<file path="src/pkg/crm_pkg.sv">
// Constants and carriers for the configuration-register message engine.
// Assumes a token link that moves one 9-bit token (control flag + byte) per handshake.
// How it works
// - Low reply byte all ones suppresses write reply
// - Multi-byte fields travel most significant byte first
// - Tile destination pattern selects tile register space
// - Node destination pattern selects node register space
// - Write: token 192, id, reg, data, token 1
// - Read: token 193, id, reg, token 1
// - Write reply: 3,1 on success; 4,1 failure
// - Read reply: 3, data word, 1; or 4,1
package crm_pkg;

  // ---------------------------------------------------------------
  // Tokens and field sizes
  // ---------------------------------------------------------------
  localparam logic [7:0]  CT_WRITE     = 8'h00_C0;   // 192
  localparam logic [7:0]  CT_READ      = 8'h00_C1;   // 193
  localparam logic [7:0]  CT_END       = 8'h00_01;
  localparam logic [7:0]  CT_ACK       = 8'h00_03;
  localparam logic [7:0]  CT_NACK      = 8'h00_04;
  localparam logic [7:0]  NO_REPLY_LOW = 8'h00_FF;
  localparam int          ID_BYTES     = 3;
  localparam int          REG_BYTES    = 2;
  localparam int          DATA_BYTES   = 4;
  localparam int          ACC_WAIT     = 1;   // Extra cycles until the bank answers
  localparam logic [7:0]  PS_RES_TYPE  = 8'h00_0B;
  localparam int          PS_SHIFT     = 8;
  // Low 16 bits of a destination resource id
  localparam logic [15:0] DEST_TILE_LO = 16'hC2_0C;
  localparam logic [15:0] DEST_NODE_LO = 16'hC3_0C;

  typedef struct packed {
    logic       ctrl;   // control token when set
    logic [7:0] val;
  } crm_tok_t;

  typedef struct packed {
    logic        wr;     // write when set
    logic        node;   // node space when set, tile space otherwise
    logic [15:0] num;
    logic [31:0] data;
  } crm_acc_t;

  // Processor-status resource id for a register number
  function automatic logic [31:0] crm_ps_resid(input logic [15:0] num);
    crm_ps_resid = ({16'h0000, num} << PS_SHIFT) | {24'h00_0000, PS_RES_TYPE};
  endfunction : crm_ps_resid

endpackage : crm_pkg

</file>
<file path="src/rtl/crm_shift.sv">
// Byte-serial shift register: loads bytes MSB first, unloads MSB first.
// Assumes caller never shifts and loads in one cycle.
module crm_shift #(
  parameter int W = 32
) (
  input  wire logic         clock,     // System clock
  input  wire logic         rst,       // Sync reset, high
  input  wire logic         shift_in,  // Push byte in at LSB end
  input  wire logic [7:0]   byte_in,   // Byte pushed in
  input  wire logic         load,      // Parallel load
  input  wire logic [W-1:0] load_val,  // Parallel value
  input  wire logic         shift_out, // Drop top byte
  output logic      [W-1:0] value,     // Current content
  output logic      [7:0]   top_byte   // Next byte out
);
  logic [W-1:0] sr_reg;

  always_ff @(posedge clock) begin
    if (rst) begin
      sr_reg <= '0;
    end else if (load) begin
      sr_reg <= load_val;
    end else if (shift_in) begin
      sr_reg <= {sr_reg[W-9:0], byte_in};
    end else if (shift_out) begin
      sr_reg <= {sr_reg[W-9:0], 8'h00};
    end
  end

  assign value    = sr_reg;
  assign top_byte = sr_reg[W-1 -: 8];
endmodule : crm_shift

</file>
<file path="src/rtl/crm_engine.sv">
// Configuration-register message engine: parses requests, runs one register
// access, emits the reply. Assumes the register bank answers acc_ok/acc_rdata
// in the cycle after acc_req, and that the network routes only messages whose
// destination low half matches one of our two patterns.
module crm_engine #(
  parameter logic [15:0] NODE_ID = 16'h0000  // Arbitrary default identifier
) (
  input  wire logic                 clock,       // System clock
  input  wire logic                 rst,         // Sync reset, high
  input  wire logic [15:0]          rx_dest_lo,  // Low destination bits of message
  input  wire logic                 rx_valid,    // Inbound token valid
  input  wire crm_pkg::crm_tok_t    rx_tok,      // Inbound token
  output logic                      rx_ready,    // Inbound token taken
  output logic                      tx_valid,    // Outbound token valid
  output crm_pkg::crm_tok_t         tx_tok,      // Outbound token
  output logic [23:0]               tx_dest,     // Reply channel-end id
  input  wire logic                 tx_ready,    // Outbound token accepted
  output logic                      acc_req,     // Register access pulse
  output crm_pkg::crm_acc_t         acc,         // Access details
  input  wire logic                 acc_ok,      // Access succeeded
  input  wire logic [31:0]          acc_rdata    // Read data
);
  import crm_pkg::*;

  // ---------------------------------------------------------------
  // Parser state
  // ---------------------------------------------------------------
  typedef enum logic [8:0] {
    S_IDLE = 9'b000000001,
    S_ID   = 9'b000000010,
    S_REG  = 9'b000000100,
    S_DATA = 9'b000001000,
    S_END  = 9'b000010000,
    S_ACC  = 9'b000100000,
    S_HEAD = 9'b001000000,
    S_BODY = 9'b010000000,
    S_TAIL = 9'b100000000
  } crm_state_t;

  crm_state_t  st_reg;
  logic [2:0]  cnt_reg;
  logic        wr_reg;
  logic        node_reg;
  logic        ok_reg;
  logic        bad_reg;   // malformed request, answer with failure; set but unanswered when cut short in the id field
  logic [23:0] id_reg;
  logic [15:0] num_reg;
  logic [31:0] data_val;
  logic [7:0]  data_top;
  logic        take;
  logic        send;
  logic        is_data;

  // Requests are taken only while parsing; reply holds off the next one
  assign rx_ready = st_reg inside {S_IDLE, S_ID, S_REG, S_DATA, S_END};
  assign take     = rx_valid && rx_ready;
  assign send     = tx_valid && tx_ready;
  assign is_data  = take && !rx_tok.ctrl;

  // ---------------------------------------------------------------
  // Sequencing
  // ---------------------------------------------------------------
  always_ff @(posedge clock) begin
    if (rst) begin
      st_reg  <= S_IDLE;
      cnt_reg <= 3'd0;
      bad_reg <= 1'b0;
    end else begin
      case (st_reg)
        S_IDLE: if (take && rx_tok.ctrl &&
                    (rx_tok.val == CT_WRITE || rx_tok.val == CT_READ) &&
                    (rx_dest_lo == DEST_TILE_LO ||
                     rx_dest_lo == DEST_NODE_LO)) begin
          st_reg  <= S_ID;
          cnt_reg <= 3'(ID_BYTES - 1);
          bad_reg <= 1'b0;
        end
        S_ID: if (take) begin
          if (rx_tok.ctrl) begin
            bad_reg <= 1'b1;
            st_reg  <= S_IDLE;   // no reply id yet, nowhere to answer
          end else if (cnt_reg == 3'd0) begin
            st_reg  <= S_REG;
            cnt_reg <= 3'(REG_BYTES - 1);
          end else begin
            cnt_reg <= cnt_reg - 3'd1;
          end
        end
        S_REG: if (take) begin
          if (rx_tok.ctrl) begin
            bad_reg <= 1'b1;
            st_reg  <= S_ACC;
            cnt_reg <= 3'(ACC_WAIT);
          end else if (cnt_reg == 3'd0) begin
            st_reg  <= wr_reg ? S_DATA : S_END;
            cnt_reg <= 3'(DATA_BYTES - 1);
          end else begin
            cnt_reg <= cnt_reg - 3'd1;
          end
        end
        S_DATA: if (take) begin
          if (rx_tok.ctrl) begin
            bad_reg <= 1'b1;
            st_reg  <= S_ACC;
            cnt_reg <= 3'(ACC_WAIT);
          end else if (cnt_reg == 3'd0) begin
            st_reg <= S_END;
          end else begin
            cnt_reg <= cnt_reg - 3'd1;
          end
        end
        S_END: if (take) begin
          if (!(rx_tok.ctrl && rx_tok.val == CT_END)) begin
            bad_reg <= 1'b1;
          end
          st_reg  <= S_ACC;
          cnt_reg <= 3'(ACC_WAIT);
        end
        // Bank answers the cycle after acc_req, so wait here until it has
        S_ACC: if (cnt_reg == 3'd0) begin
          st_reg <= S_HEAD;
        end else begin
          cnt_reg <= cnt_reg - 3'd1;
        end
        S_HEAD: if (wr_reg && id_reg[7:0] == NO_REPLY_LOW) begin
          st_reg <= S_IDLE;
        end else if (send) begin
          st_reg  <= (!wr_reg && ok_reg) ? S_BODY : S_TAIL;
          cnt_reg <= 3'(DATA_BYTES - 1);
        end
        S_BODY: if (send) begin
          if (cnt_reg == 3'd0) begin
            st_reg <= S_TAIL;
          end else begin
            cnt_reg <= cnt_reg - 3'd1;
          end
        end
        S_TAIL: if (send) begin
          st_reg <= S_IDLE;
        end
        default: st_reg <= S_IDLE;
      endcase
    end
  end

  // ---------------------------------------------------------------
  // Captured fields
  // ---------------------------------------------------------------
  always_ff @(posedge clock) begin
    if (rst) begin
      wr_reg   <= 1'b0;
      node_reg <= 1'b0;
      id_reg   <= '0;
      num_reg  <= '0;
    end else begin
      if (st_reg == S_IDLE && take) begin
        wr_reg   <= (rx_tok.val == CT_WRITE);
        node_reg <= (rx_dest_lo == DEST_NODE_LO);
      end
      if (st_reg == S_ID && is_data) begin
        id_reg <= {id_reg[15:0], rx_tok.val};
      end
      if (st_reg == S_REG && is_data) begin
        num_reg <= {num_reg[7:0], rx_tok.val};
      end
    end
  end

  always_ff @(posedge clock) begin
    if (rst) begin
      ok_reg <= 1'b0;
    end else if (st_reg == S_ACC && cnt_reg == 3'd0) begin
      ok_reg <= acc_ok && !bad_reg;
    end
  end

  // Data word: filled from the link on writes, loaded with read data after access
  crm_shift #(.W(32)) u_data (
    .clock     (clock),
    .rst       (rst),
    .shift_in  (st_reg == S_DATA && is_data),
    .byte_in   (rx_tok.val),
    .load      (st_reg == S_ACC && cnt_reg == 3'd0 && !wr_reg),
    .load_val  (acc_rdata),
    .shift_out (st_reg == S_BODY && send),
    .value     (data_val),
    .top_byte  (data_top)
  );

  // Access fires once per request, skipped if malformed
  always_ff @(posedge clock) begin
    if (rst) begin
      acc_req <= 1'b0;
      acc     <= '0;
    end else begin
      acc_req <= 1'b0;
      if (st_reg == S_END && take && rx_tok.ctrl && rx_tok.val == CT_END && !bad_reg) begin
        acc_req <= 1'b1;
      end
      acc <= '{wr: wr_reg, node: node_reg, num: num_reg, data: data_val};
    end
  end

  // ---------------------------------------------------------------
  // Reply
  // ---------------------------------------------------------------
  assign tx_dest  = id_reg;
  assign tx_valid = (st_reg == S_HEAD && !(wr_reg && id_reg[7:0] == NO_REPLY_LOW)) ||
                    st_reg == S_BODY || st_reg == S_TAIL;

  always_comb begin
    tx_tok = '{ctrl: 1'b1, val: CT_END};
    case (st_reg)
      S_HEAD:  tx_tok = '{ctrl: 1'b1, val: ok_reg ? CT_ACK : CT_NACK};
      S_BODY:  tx_tok = '{ctrl: 1'b0, val: data_top};
      default: tx_tok = '{ctrl: 1'b1, val: CT_END};
    endcase
  end

  // ---------------------------------------------------------------
  // Checks
  // ---------------------------------------------------------------
  a_no_reply_quiet: assert property (@(posedge clock) disable iff (rst)
    (st_reg == S_ACC && wr_reg && id_reg[7:0] == NO_REPLY_LOW) |=> !tx_valid [*2])
    else $error("reply sent for suppressed write");
  a_busy_blocks: assert property (@(posedge clock) disable iff (rst)
    tx_valid |-> !rx_ready)
    else $error("request taken while replying");
  a_head_token: assert property (@(posedge clock) disable iff (rst)
    (st_reg == S_HEAD && tx_valid) |-> tx_tok.ctrl &&
      (tx_tok.val == ((ok_reg && !bad_reg) ? CT_ACK : CT_NACK)))
    else $error("bad head token");
  a_read_body: assert property (@(posedge clock) disable iff (rst)
    (st_reg == S_HEAD && send && !wr_reg && ok_reg) |=> st_reg == S_BODY && !tx_tok.ctrl)
    else $error("read data missing");
  a_fail_short: assert property (@(posedge clock) disable iff (rst)
    (st_reg == S_HEAD && send && !ok_reg) |=> st_reg == S_TAIL && tx_tok.val == CT_END)
    else $error("failure reply too long");
  a_access_once: assert property (@(posedge clock) disable iff (rst)
    acc_req |=> !acc_req ##1 st_reg == S_HEAD)
    else $error("access not single");
  a_acc_after: assert property (@(posedge clock) disable iff (rst)
    (st_reg == S_END && take && rx_tok.ctrl && rx_tok.val == CT_END && !bad_reg) |=> acc_req)
    else $error("access not issued");
  a_id_shift: assert property (@(posedge clock) disable iff (rst)
    (st_reg == S_ID && is_data) |=> id_reg[7:0] == $past(rx_tok.val))
    else $error("id byte order");
  a_dest_match: assert property (@(posedge clock) disable iff (rst)
    (st_reg == S_IDLE && take && rx_dest_lo != DEST_TILE_LO &&
     rx_dest_lo != DEST_NODE_LO) |=> st_reg == S_IDLE)
    else $error("foreign destination accepted");
  a_node_space: assert property (@(posedge clock) disable iff (rst)
    (st_reg == S_IDLE && take && rx_dest_lo == DEST_NODE_LO) |=> node_reg)
    else $error("node space not marked");

endmodule : crm_engine

</file>
<file path="config.mk">
export PLATFORM = sky130hd
export DESIGN_NAME = crm_engine
export DESIGN_NICKNAME = d
export VERILOG_FILES = /design/src/pkg/crm_pkg.sv /design/src/rtl/crm_shift.sv /design/src/rtl/crm_engine.sv
export SDC_FILE = /design/constraint.sdc
export NUM_CORES = 1
export LEC_CHECK = 0
export ABC_AREA = 0
export BUFFER_PORTS_ARGS = -buffer_cell sky130_fd_sc_hd__buf_2
export CORE_MARGIN = 4
export CORE_UTILIZATION = 35
export DETAILED_ROUTE_END_ITERATION = 12
export PLACE_DENSITY_LB_ADDON = 0.15
export SETUP_SLACK_MARGIN = 0.5
export SYNTH_ARGS = -nofsm -noshare
export SYNTH_HDL_FRONTEND = slang
export SYNTH_HIERARCHICAL = 1
export SYNTH_SLANG_ARGS = --single-unit
</file>
<file path="constraint.sdc">
create_clock -name clock -period 2.8 [get_ports clock]
set_input_delay 0.14 -clock clock [delete_from_list [all_inputs] [get_ports clock]]
set_output_delay 0.14 -clock clock [all_outputs]
set_load 0.02 [all_outputs]
</file>
* Yosys cells after proc, flatten, opt, wreduce, memory -nomap -nowiden
Index checks and enable logic that the tools add are counted.
** Storage, ports and cells
- Register bits :: 139
- Word-level logic and storage cells :: 135
- Memory bits (read-only) :: 0
- Input port bits :: 62
- Memory bits (writable) :: 0
- Memories kept :: 0
- Output and inout port bits :: 86
- Latch bits :: 0
** Operators by class
- Mux-type cells :: 47
- $add $sub $neg :: 1
- Order comparisons :: 0
- Equal/unequal tests :: 34
- Multipliers :: 0
- Reductions and logical operators :: 39
- Div/mod/pow operators :: 0
- Bitwise logic cells :: 0
- Shift-type cells :: 0
** Operator list (count)
- 9-bit two-way mux :: 18
- 32-bit two-way mux :: 3
- 9-bit one-hot mux with 9 select lines :: 1
- 3-bit two-way mux :: 15
- 16-bit == test, second input constant :: 2
- 8-bit == test, second input constant :: 3
- 3-bit one-hot mux with 8 select lines :: 1
- 1-bit logical AND :: 22
- 2-bit != test, second input constant :: 11
- 9-bit one-hot mux with 2 select lines :: 1
- 13-bit AND reduction :: 1
- 10-bit AND reduction :: 1
- 9-bit by 1-bit == test with 1-bit output, second input constant :: 1
- 9-bit by 2-bit == test with 1-bit output, second input constant :: 1
- 9-bit by 3-bit == test with 1-bit output, second input constant :: 1
- 9-bit by 4-bit == test with 1-bit output, second input constant :: 1
- 9-bit by 5-bit == test with 1-bit output, second input constant :: 1
- 9-bit by 6-bit == test with 1-bit output, second input constant :: 1
- 9-bit by 7-bit == test with 1-bit output, second input constant :: 1
- 9-bit by 8-bit == test with 1-bit output, second input constant :: 1
- 9-bit == test, second input constant :: 1
- 3-bit by 2-bit != test with 1-bit output, second input constant :: 3
- 8-bit by 1-bit == test with 1-bit output, second input constant :: 1
- 2-bit by 1-bit != test with 1-bit output, second input constant :: 4
- 13 further kinds :: 25

* Logic depth before layout (Yosys ltp)
Gate-level depths: netlist (run 1).
- Depth in word-level cells :: 11
- Mapped depth :: 13
- Depth with buffers taken out :: 10

* Hierarchy
Netlist (run 1), hierarchy kept.
** Modules (own cells, without submodules)
- crm_engine :: cells each 440, times used 1, area each 4259.1 µm², seq. area each 2142.1 µm²
- crm_shift :: cells each 169, times used 1, area each 1660.3 µm², seq. area each 640.6 µm²

* Worst setup path after synthesis (run 1)
Ideal clock, no wire load.
- Path kind :: register -> register
- Start point :: register st_reg[2]
- End point :: register u_data.sr_reg[11], in the netlist u_data/value[11]
- Data required time :: 2719 ps
- Data arrival time :: 2977 ps
- Stages on the path, launching flop included :: 12
- Path buffers :: 3
- Setup slack :: -259 ps
- Library setup time :: 81 ps
- Path through :: dfxtp_1 buf_6 or4_4 or3_1 o211ai_2 nand2_1 nor3_1 or3_1 buf_6 buf_2 nor2_1 a211oi_2
** Between the ends
- Cells in the longest elaborated chain, start to end :: 7
** Ends and longest elaborated chain
- from (decl) :: RTL line crm_engine.sv:40 : crm_state_t st_reg;
- from (signal assigned) :: RTL line crm_engine.sv:95 : st_reg <= wr_reg ? S_DATA : S_END;
- from (signal assigned) :: RTL line crm_engine.sv:128 : st_reg <= (!wr_reg && ok_reg) ? S_BODY : S_TAIL;
- 9-bit by 1-bit == test with 1-bit output, or another cell as far along :: RTL line crm_engine.sv:55 : assign rx_ready = st_reg inside {S_IDLE, S_ID, S_REG, S_DATA, S_END};
- 5-bit nonzero test (*) :: RTL line crm_engine.sv:55
- named net rx_ready :: RTL line crm_engine.sv:13 : output logic rx_ready,
- 1-bit logical AND (*) :: RTL line crm_engine.sv:56 : assign take = rx_valid && rx_ready;
- 1-bit logical AND (*) :: RTL line crm_engine.sv:58 : assign is_data = take && !rx_tok.ctrl;
- 1-bit logical AND (*) :: RTL line crm_engine.sv:181 : .shift_in (st_reg == S_DATA && is_data),
- 32-bit two-way mux :: RTL line crm_shift.sv:23 : end else if (shift_in) begin
- 32-bit two-way mux :: RTL line crm_shift.sv:21 : end else if (load) begin
- to (signal assigned) :: RTL line crm_shift.sv:22 : sr_reg <= load_val;
- to (signal assigned) :: RTL line crm_shift.sv:24 : sr_reg <= {sr_reg[W-9:0], byte_in};
- to (signal assigned) :: RTL line crm_shift.sv:26 : sr_reg <= {sr_reg[W-9:0], 8'h00};
- to (decl) :: RTL line crm_shift.sv:16 : logic [W-1:0] sr_reg;
The timed path passes the listed nets; every way through them passes the cells marked *.
A chain may end at the register's enable or synchronous reset.

* Worst setup path after layout (run 1)
- Start point :: register st_reg[8]
- End point :: register u_data.sr_reg[13], in the netlist u_data/value[13]
** Between the ends
- Cells in the longest elaborated chain, start to end :: 7
** Ends and longest elaborated chain (RTL line)
- 9-bit by 1-bit == test with 1-bit output, or another cell as far along :: crm_engine.sv:55
- 5-bit nonzero test / 1-bit logical AND (equally long branches) :: crm_engine.sv:55, crm_engine.sv:208
- 1-bit logical AND / 1-bit logical OR (equally long branches) :: crm_engine.sv:56, crm_engine.sv:208
- 1-bit logical AND / 1-bit logical OR (equally long branches) :: crm_engine.sv:58, crm_engine.sv:209
- 1-bit logical AND, on equally long branches :: crm_engine.sv:181, crm_engine.sv:57
- 32-bit two-way mux / 1-bit logical AND (equally long branches) :: crm_shift.sv:23, crm_engine.sv:185
- 32-bit two-way mux / 3-bit nonzero test (equally long branches)
Parallel ways exist; a longest one is shown, timed or not.

==> results.txt, run 1 <==
Status = finished clean
Clk pin slew, worst setup/hold paths = 0.06 ns
Clock Sinks = 139
Synthesized instance count = 609
Max Freq = 0.399 GHz
Synthesized flop and latch total = 139
Dpl cell area = 0.00711 mm2
Most frequent cell after synthesis = dfxtp_1
Leakage dissipation = 0.00364 uW
First-pass GRT wire length = 27.3 mm
CTS tree = built
Final #Nets = 854
Multi-input gate area = 0.00318 mm2
Worst Hold Endpoint = num_reg[1]
# rows = 47
GRT Util Overall = 0.177
EDFF count, synth = 0
Switching power = 1280 uW
Critical-path top delay cell = or4_4
DRT antenna net count = 0
Synth Flop Type = dfxtp_1
Cell Chain, Critical Path = or4_4 > or3_4 > o211ai_4 > nand2_2 > nor3_4 > or3_4 > buf_6 > clkbuf_16 > nor2_4 > a211oi_2
Worst reg-to-reg setup slack = 0.29 ns
Clk_lat worst skew = 0.42 ns
Max reg flops = 50
Warnings, synthesis = 6
Total grt overflow = 0
Max Cap Violations = 0
Yosys top cell by area = dfxtp_1
Clock Skew = 0.00753 ns
PD cells = 606 mW/mm2
Average size of a mapped cell = 9.72 um2
Core area = 0.0166 mm2
R2R Path Start = st_reg[8]
Cell variety after synth = 58
Worst Path Max Fanout = 5
DP HPWL = 11.9 mm
Drt initial violations = 293
Crit Reg-Reg Endpoint = u_data/value[13]
Post-route cell area = 0.00830 mm2
Die Ht = 138 um
Setup CP Type = reg2reg
H-tree levels = 4
Final Cycle Share = 0.895
Register area = 0.00280 mm2
Synth top area cells = dfxtp_1, mux2i_1, nor2b_1
Synth-to-Final Area Change = 40.3%
Setup tns final = 0 ns
Data arrival time of the critical path = 2.84 ns
Slew Limit Fails = 0
I/O Buffers = 147
Commonest cells post-synth = dfxtp_1, nor2_1, mux2i_1, nor2b_1, a211oi_2
Power Internal = 3760 uW
Post-Syn Area = 0.00592 mm2
Worst Hold Class = in2reg
Largest net degree at the start of global routing = 61
Crit end category = register
WHS Path Cells = 3
Die area = 0.0191 mm2
Ant. Diodes = 0
Number of CTS-inserted buffers = 17
Headroom to the max-slew limit = 0.496
Setup crit start = st_reg[8]
WL final = 17.0 mm
Gate power share = 0.138
Sequential area share after synthesis = 0.470
Via density per instance = 4.93
IO Count = 148
Largest reg by FF count = acc
Die W = 138 um
Worst IR drop on VDD = 508 uV
Hold Vio Cnt, Final = 0
Vias in the first global route = 5071
Clock power share = 0.457
Ys async rst share = 0
Crit-path most repeated cell = or3_4
DR vias = 5042
Seq pwr share = 0.405
Initial antenna violation count = 0
DR DRC count = 0
Slew @ Worst Pin = 0.756 ns
Filler cells = 1573
Critical hold path startpoint = rx_tok[1]
Crit start category = register
GP Congestion = 0.901
Syn nets = 674
Drt pass-1 iters = 4
Final setup viols = 0
Initial Util = 0.357
Wirelength per Cell = 16.6 um
Worst path max stage delay = 0.57 ns
Share of layout cells above drive strength 1 = 0.411
Max Buffers Root-to-Sink = 2
R2R cell count = 10
Top-area cell type share of the netlist area = 0.470
Unrepaired setup endpoints after global routing = true
Post-route minimum period = 2.51 ns
Root Driver = clkbuf_16
Switching Share = 0.253
WP data required = 3.13 ns
-- cells in the final DEF (no fill, tap or decap), drive strengths merged, types with 2 or more instances in the layout --
cell,count
a2111oi,9
a211oi,27
a21bo,6
a21oi,20
a31oi,3
and2,6
buf,200
bufinv,3
clkbuf,24
clkinv,4
dfxtp,139
dlygate4sd3,7
ha,3
inv,17
mux2i,64
nand2,15
nand2b,13
nand3,11
nand4,9
nor2,88
nor2b,53
nor3,8
nor3b,3
nor4,7
nor4b,3
o21ai,14
o22ai,3
o31ai,3
o32ai,2
or2,3
or3,7
or4,5
xor2,5
-- timing repair --
item                                   in CTS  in global routing
setup endpoints to repair                  69                 88
gates resized for setup                    34                 40
gates cloned                                2                  2
hold buffers                                7                  0
endpoints found under the hold margin       7                  0
setup buffers                              18                  2
pin swaps                                   7                  7
-- stage by stage --
stage          cells   util  worst slack (ns)  hold slack [ns]  power, uW
6_report        1022  0.501             0.295           0.0377       5030
5_1_grt         1022  0.501             0.195           0.0252       5250
4_1_cts         1018  0.488             0.332          0.00885       5030
3_5_place_dp     959  0.429             0.108            0.429       2640
3_3_place_gp     959  0.429             0.164            0.423       2650
2_1_floorplan    609      -             0.295            0.230       2430
-- cell type report --
| cell class | count | share of cell area |
|---|---|---|
| Tap cell | 220 | 0.0332 |
| Sequential cell | 139 | 0.338 |
| Clock inverter | 9 | 0.0166 |
| Inverter | 16 | 0.00723 |
| Clock buffer | 23 | 0.0564 |
| Timing Repair Buffer | 208 | 0.166 |
| Multi-Input combinational cell | 407 | 0.383 |
-- logic make-up (layout without fill, tap and decap cells) --
kind of cell / count (synthesis) / count (layout) / synth area share
AND/OR/NAND/NOR: 237 / 237 / 0.214
buffers and inverters: 63 / 256 / 0.0547
XOR/XNOR: 6 / 6 / 0.00888
adder cells (fa/ha/maj): 3 / 3 / 0.00634
multiplexers: 64 / 64 / 0.108
flip-flops: 139 / 139 / 0.470
AO/OA/AOI/OAI: 97 / 97 / 0.138
-- metal layers --
metal	up-vias	track usage	wire length [um]
li1	2488	-	-
met1	2382	0.232	7690
met2	151	0.282	8140
met3	21	0.0501	902
met4	0	0.0562	272
met5	-	0	0
-- worst max-delay path by stage --
stage | endpoint | slack, ns
6_report | u_data/value[13] | 0.29
5_1_grt | u_data/value[13] | 0.20
4_1_cts | cnt_reg[2] | 0.33
3_5_place_dp | u_data/value[7] | 0.11
3_3_place_gp | u_data/value[0] | 0.16
2_1_floorplan | u_data/value[6] | 0.29
-- power groups by stage --
stage	Combinational, uW	Clock, uW	Sequential, uW
after floorplan	376	0	2050
after global placement	572	0	2080
after detailed placement	565	0	2070
after CTS	637	2360	2030
after global routing	751	2460	2040
final	692	2300	2040
-- worst max-delay path, delay by kind of cell, from the launching register on --
family / cells / cell delay [ns]
AND/OR/NAND/NOR: 6 / 1.50
flip-flops: 1 / 0.36
buffers and inverters: 2 / 0.31
AO/OA/AOI/OAI: 2 / 0.23
(Power assumes the default switching activity.)
==> run 2, diff against run 1 <==
--- a/config.mk
+++ b/config.mk
@@ -7,10 +7,13 @@
 export LEC_CHECK = 0
 export ABC_AREA = 0
 export BUFFER_PORTS_ARGS = -buffer_cell sky130_fd_sc_hd__buf_2
+export CELL_PAD_IN_SITES_DETAIL_PLACEMENT = 2
+export CELL_PAD_IN_SITES_GLOBAL_PLACEMENT = 2
 export CORE_MARGIN = 4
-export CORE_UTILIZATION = 35
+export CORE_UTILIZATION = 29
 export DETAILED_ROUTE_END_ITERATION = 12
 export PLACE_DENSITY_LB_ADDON = 0.15
+export RECOVER_POWER = 100
 export SETUP_SLACK_MARGIN = 0.5
 export SYNTH_ARGS = -nofsm -noshare
 export SYNTH_HDL_FRONTEND = slang
==> results.txt, run 2 (synthesized netlist as in run 1, its figures left out) <==
Switching Share = 0.276
Clock Skew = 0.00826 ns
Crit end category = register
Slew @ Worst Pin = 1.92 ns
Power Internal = 3630 uW
Setup CP Type = reg2reg
DRT antenna net count = 0
PD cells = 593 mW/mm2
Cell Chain, Critical Path = or4_4 > or3_4 > o211ai_4 > buf_4 > clkbuf_1 > nand3_4 > buf_2 > mux2i_1 > nor2_1
DR vias = 5348
Root Driver = clkbuf_16
Final #Nets = 868
Most frequent cells in the layout = dfxtp_1, clkbuf_1, buf_2
Final setup viols = 0
Clk_lat worst skew = 0.42 ns
Status = finished, violations left
Total grt overflow = 0
Ant. Diodes = 0
IO Count = 148
Worst path max stage delay = 0.56 ns
WP data required = 3.02 ns
Crit start category = register
Post-route minimum period = 2.66 ns
Headroom to the max-slew limit = -0.281
Worst hold margin = 0.0161 ns
H-tree levels = 4
Initial antenna violation count = 0
Gate power share = 0.132
Clock Sinks = 139
DR DRC count = 0
Max Buffers Root-to-Sink = 2
GRT Util Overall = 0.188
Vias in the first global route = 5783
Worst IR drop on VDD = 450 uV
Core area = 0.0198 mm2
CTS tree = built
Worst Hold Class = in2reg
Max reg flops = 50
Most common cell after layout, fill and taps aside = dfxtp_1
I/O Buffers = 147
Failing checks = max-capacitance violations, max-slew violations
Max Freq = 0.375 GHz
Filler cells = 2176
DP HPWL = 13.9 mm
Largest reg by FF count = acc
Clock power share = 0.461
Seq pwr share = 0.407
Die Ht = 151 um
Die W = 151 um
Largest net degree at the start of global routing = 78
Drt initial violations = 191
Via density per instance = 4.95
Leakage dissipation = 0.00342 uW
Final Cycle Share = 0.951
Buffers & Inverters on Critical Path = 3
Switching power = 1390 uW
GP Congestion = 0.868
Drt pass-1 iters = 4
Hold Vio Cnt, Final = 0
Share of layout cells above drive strength 1 = 0.325
Critical-path top delay cell = or4_4
Synth-to-Final Area Change = 43.1%
Slew Limit Fails = 78
First-pass GRT wire length = 33.0 mm
Max Cap Violations = 1
Delay-heaviest family, CP = simple AND/OR/NAND/NOR gates
Initial Util = 0.299
Data arrival time of the critical path = 2.88 ns
Unrepaired setup endpoints after global routing = true
WL final = 22.5 mm
Clk pin slew, worst setup/hold paths = 0.06 ns
Worst Path Max Fanout = 16
# rows = 51
Setup tns final = 0 ns
Number of CTS-inserted buffers = 17
Wirelength per Cell = 20.8 um
Die area = 0.0228 mm2
==> run 2: cell type report <==
| class | instances | area [um2] | area share |
|---|---|---|---|
| sequential | 139 | 2790 | 0.330 |
| timing repair buffer | 222 | 1530 | 0.181 |
| multi-input combinational | 407 | 3160 | 0.373 |
| clock inverter | 11 | 135 | 0.0160 |
| clock buffer | 20 | 457 | 0.0539 |
| inverter | 16 | 60.1 | 0.00709 |
| tap | 265 | 332 | 0.0392 |
==> run 2: worst paths after layout <==
path | slack (ns) | start | cells past startpoint | end
max | 0.14 | st_reg[3] | 9 | num_reg[12]
min | 0.02 | acc_rdata[1] | 3 | u_data/value[1]
max reg2reg | 0.14 | st_reg[3] | 9 | num_reg[12]
min reg2reg | 0.47 | num_reg[13] | 1 | acc[45]
==> run 2: power by group through the flow <==
stage / clock network (uW) / registers, uW / logic, uW
after global routing: 2460 / 2040 / 728
final: 2310 / 2040 / 665
after floorplan: 0 / 2050 / 376
after detailed placement: 0 / 2080 / 594
after global placement: 0 / 2080 / 570
after CTS: 2360 / 2030 / 638
==> run 2: tightest hold or removal path, stage by stage <==
cell and delay (ns):
buf_2 0.10, inv_1 0.08, a2111oi_2 0.07
==> run 2: timing repair <==
| item | 4_1_cts | 5_1_grt |
|---|---|---|
| endpoints found under the hold margin | 5 | 0 |
| resized for setup | 52 | 56 |
| setup buffers | 30 | 8 |
| hold buffers | 5 | 0 |
| cloned | 4 | 2 |
| endpoints found under the setup margin | 93 | 78 |
| pin swaps | 23 | 24 |
==> run 2: through the flow <==
step | worst slack [ns] | cells | util | total power, uW | area (um2)
floorplan | 0.295 | 609 | - | 2430 | 6110
global placement | 0.138 | 1000 | 0.362 | 2650 | 7160
detailed placement | 0.0342 | 1000 | 0.362 | 2670 | 7160
CTS | 0.188 | 1070 | 0.423 | 5030 | 8370
global route | 0.0588 | 1080 | 0.428 | 5230 | 8470
finish | 0.136 | 1080 | 0.428 | 5020 | 8470
==> run 2: per-layer routing <==
metal  vias up  share of wire  track usage
met5         -              0            0
met2       153           0.51        0.324
li1       2507              -            -
met1      2667           0.42        0.235
met4         0          0.014       0.0521
met3        21          0.053       0.0455
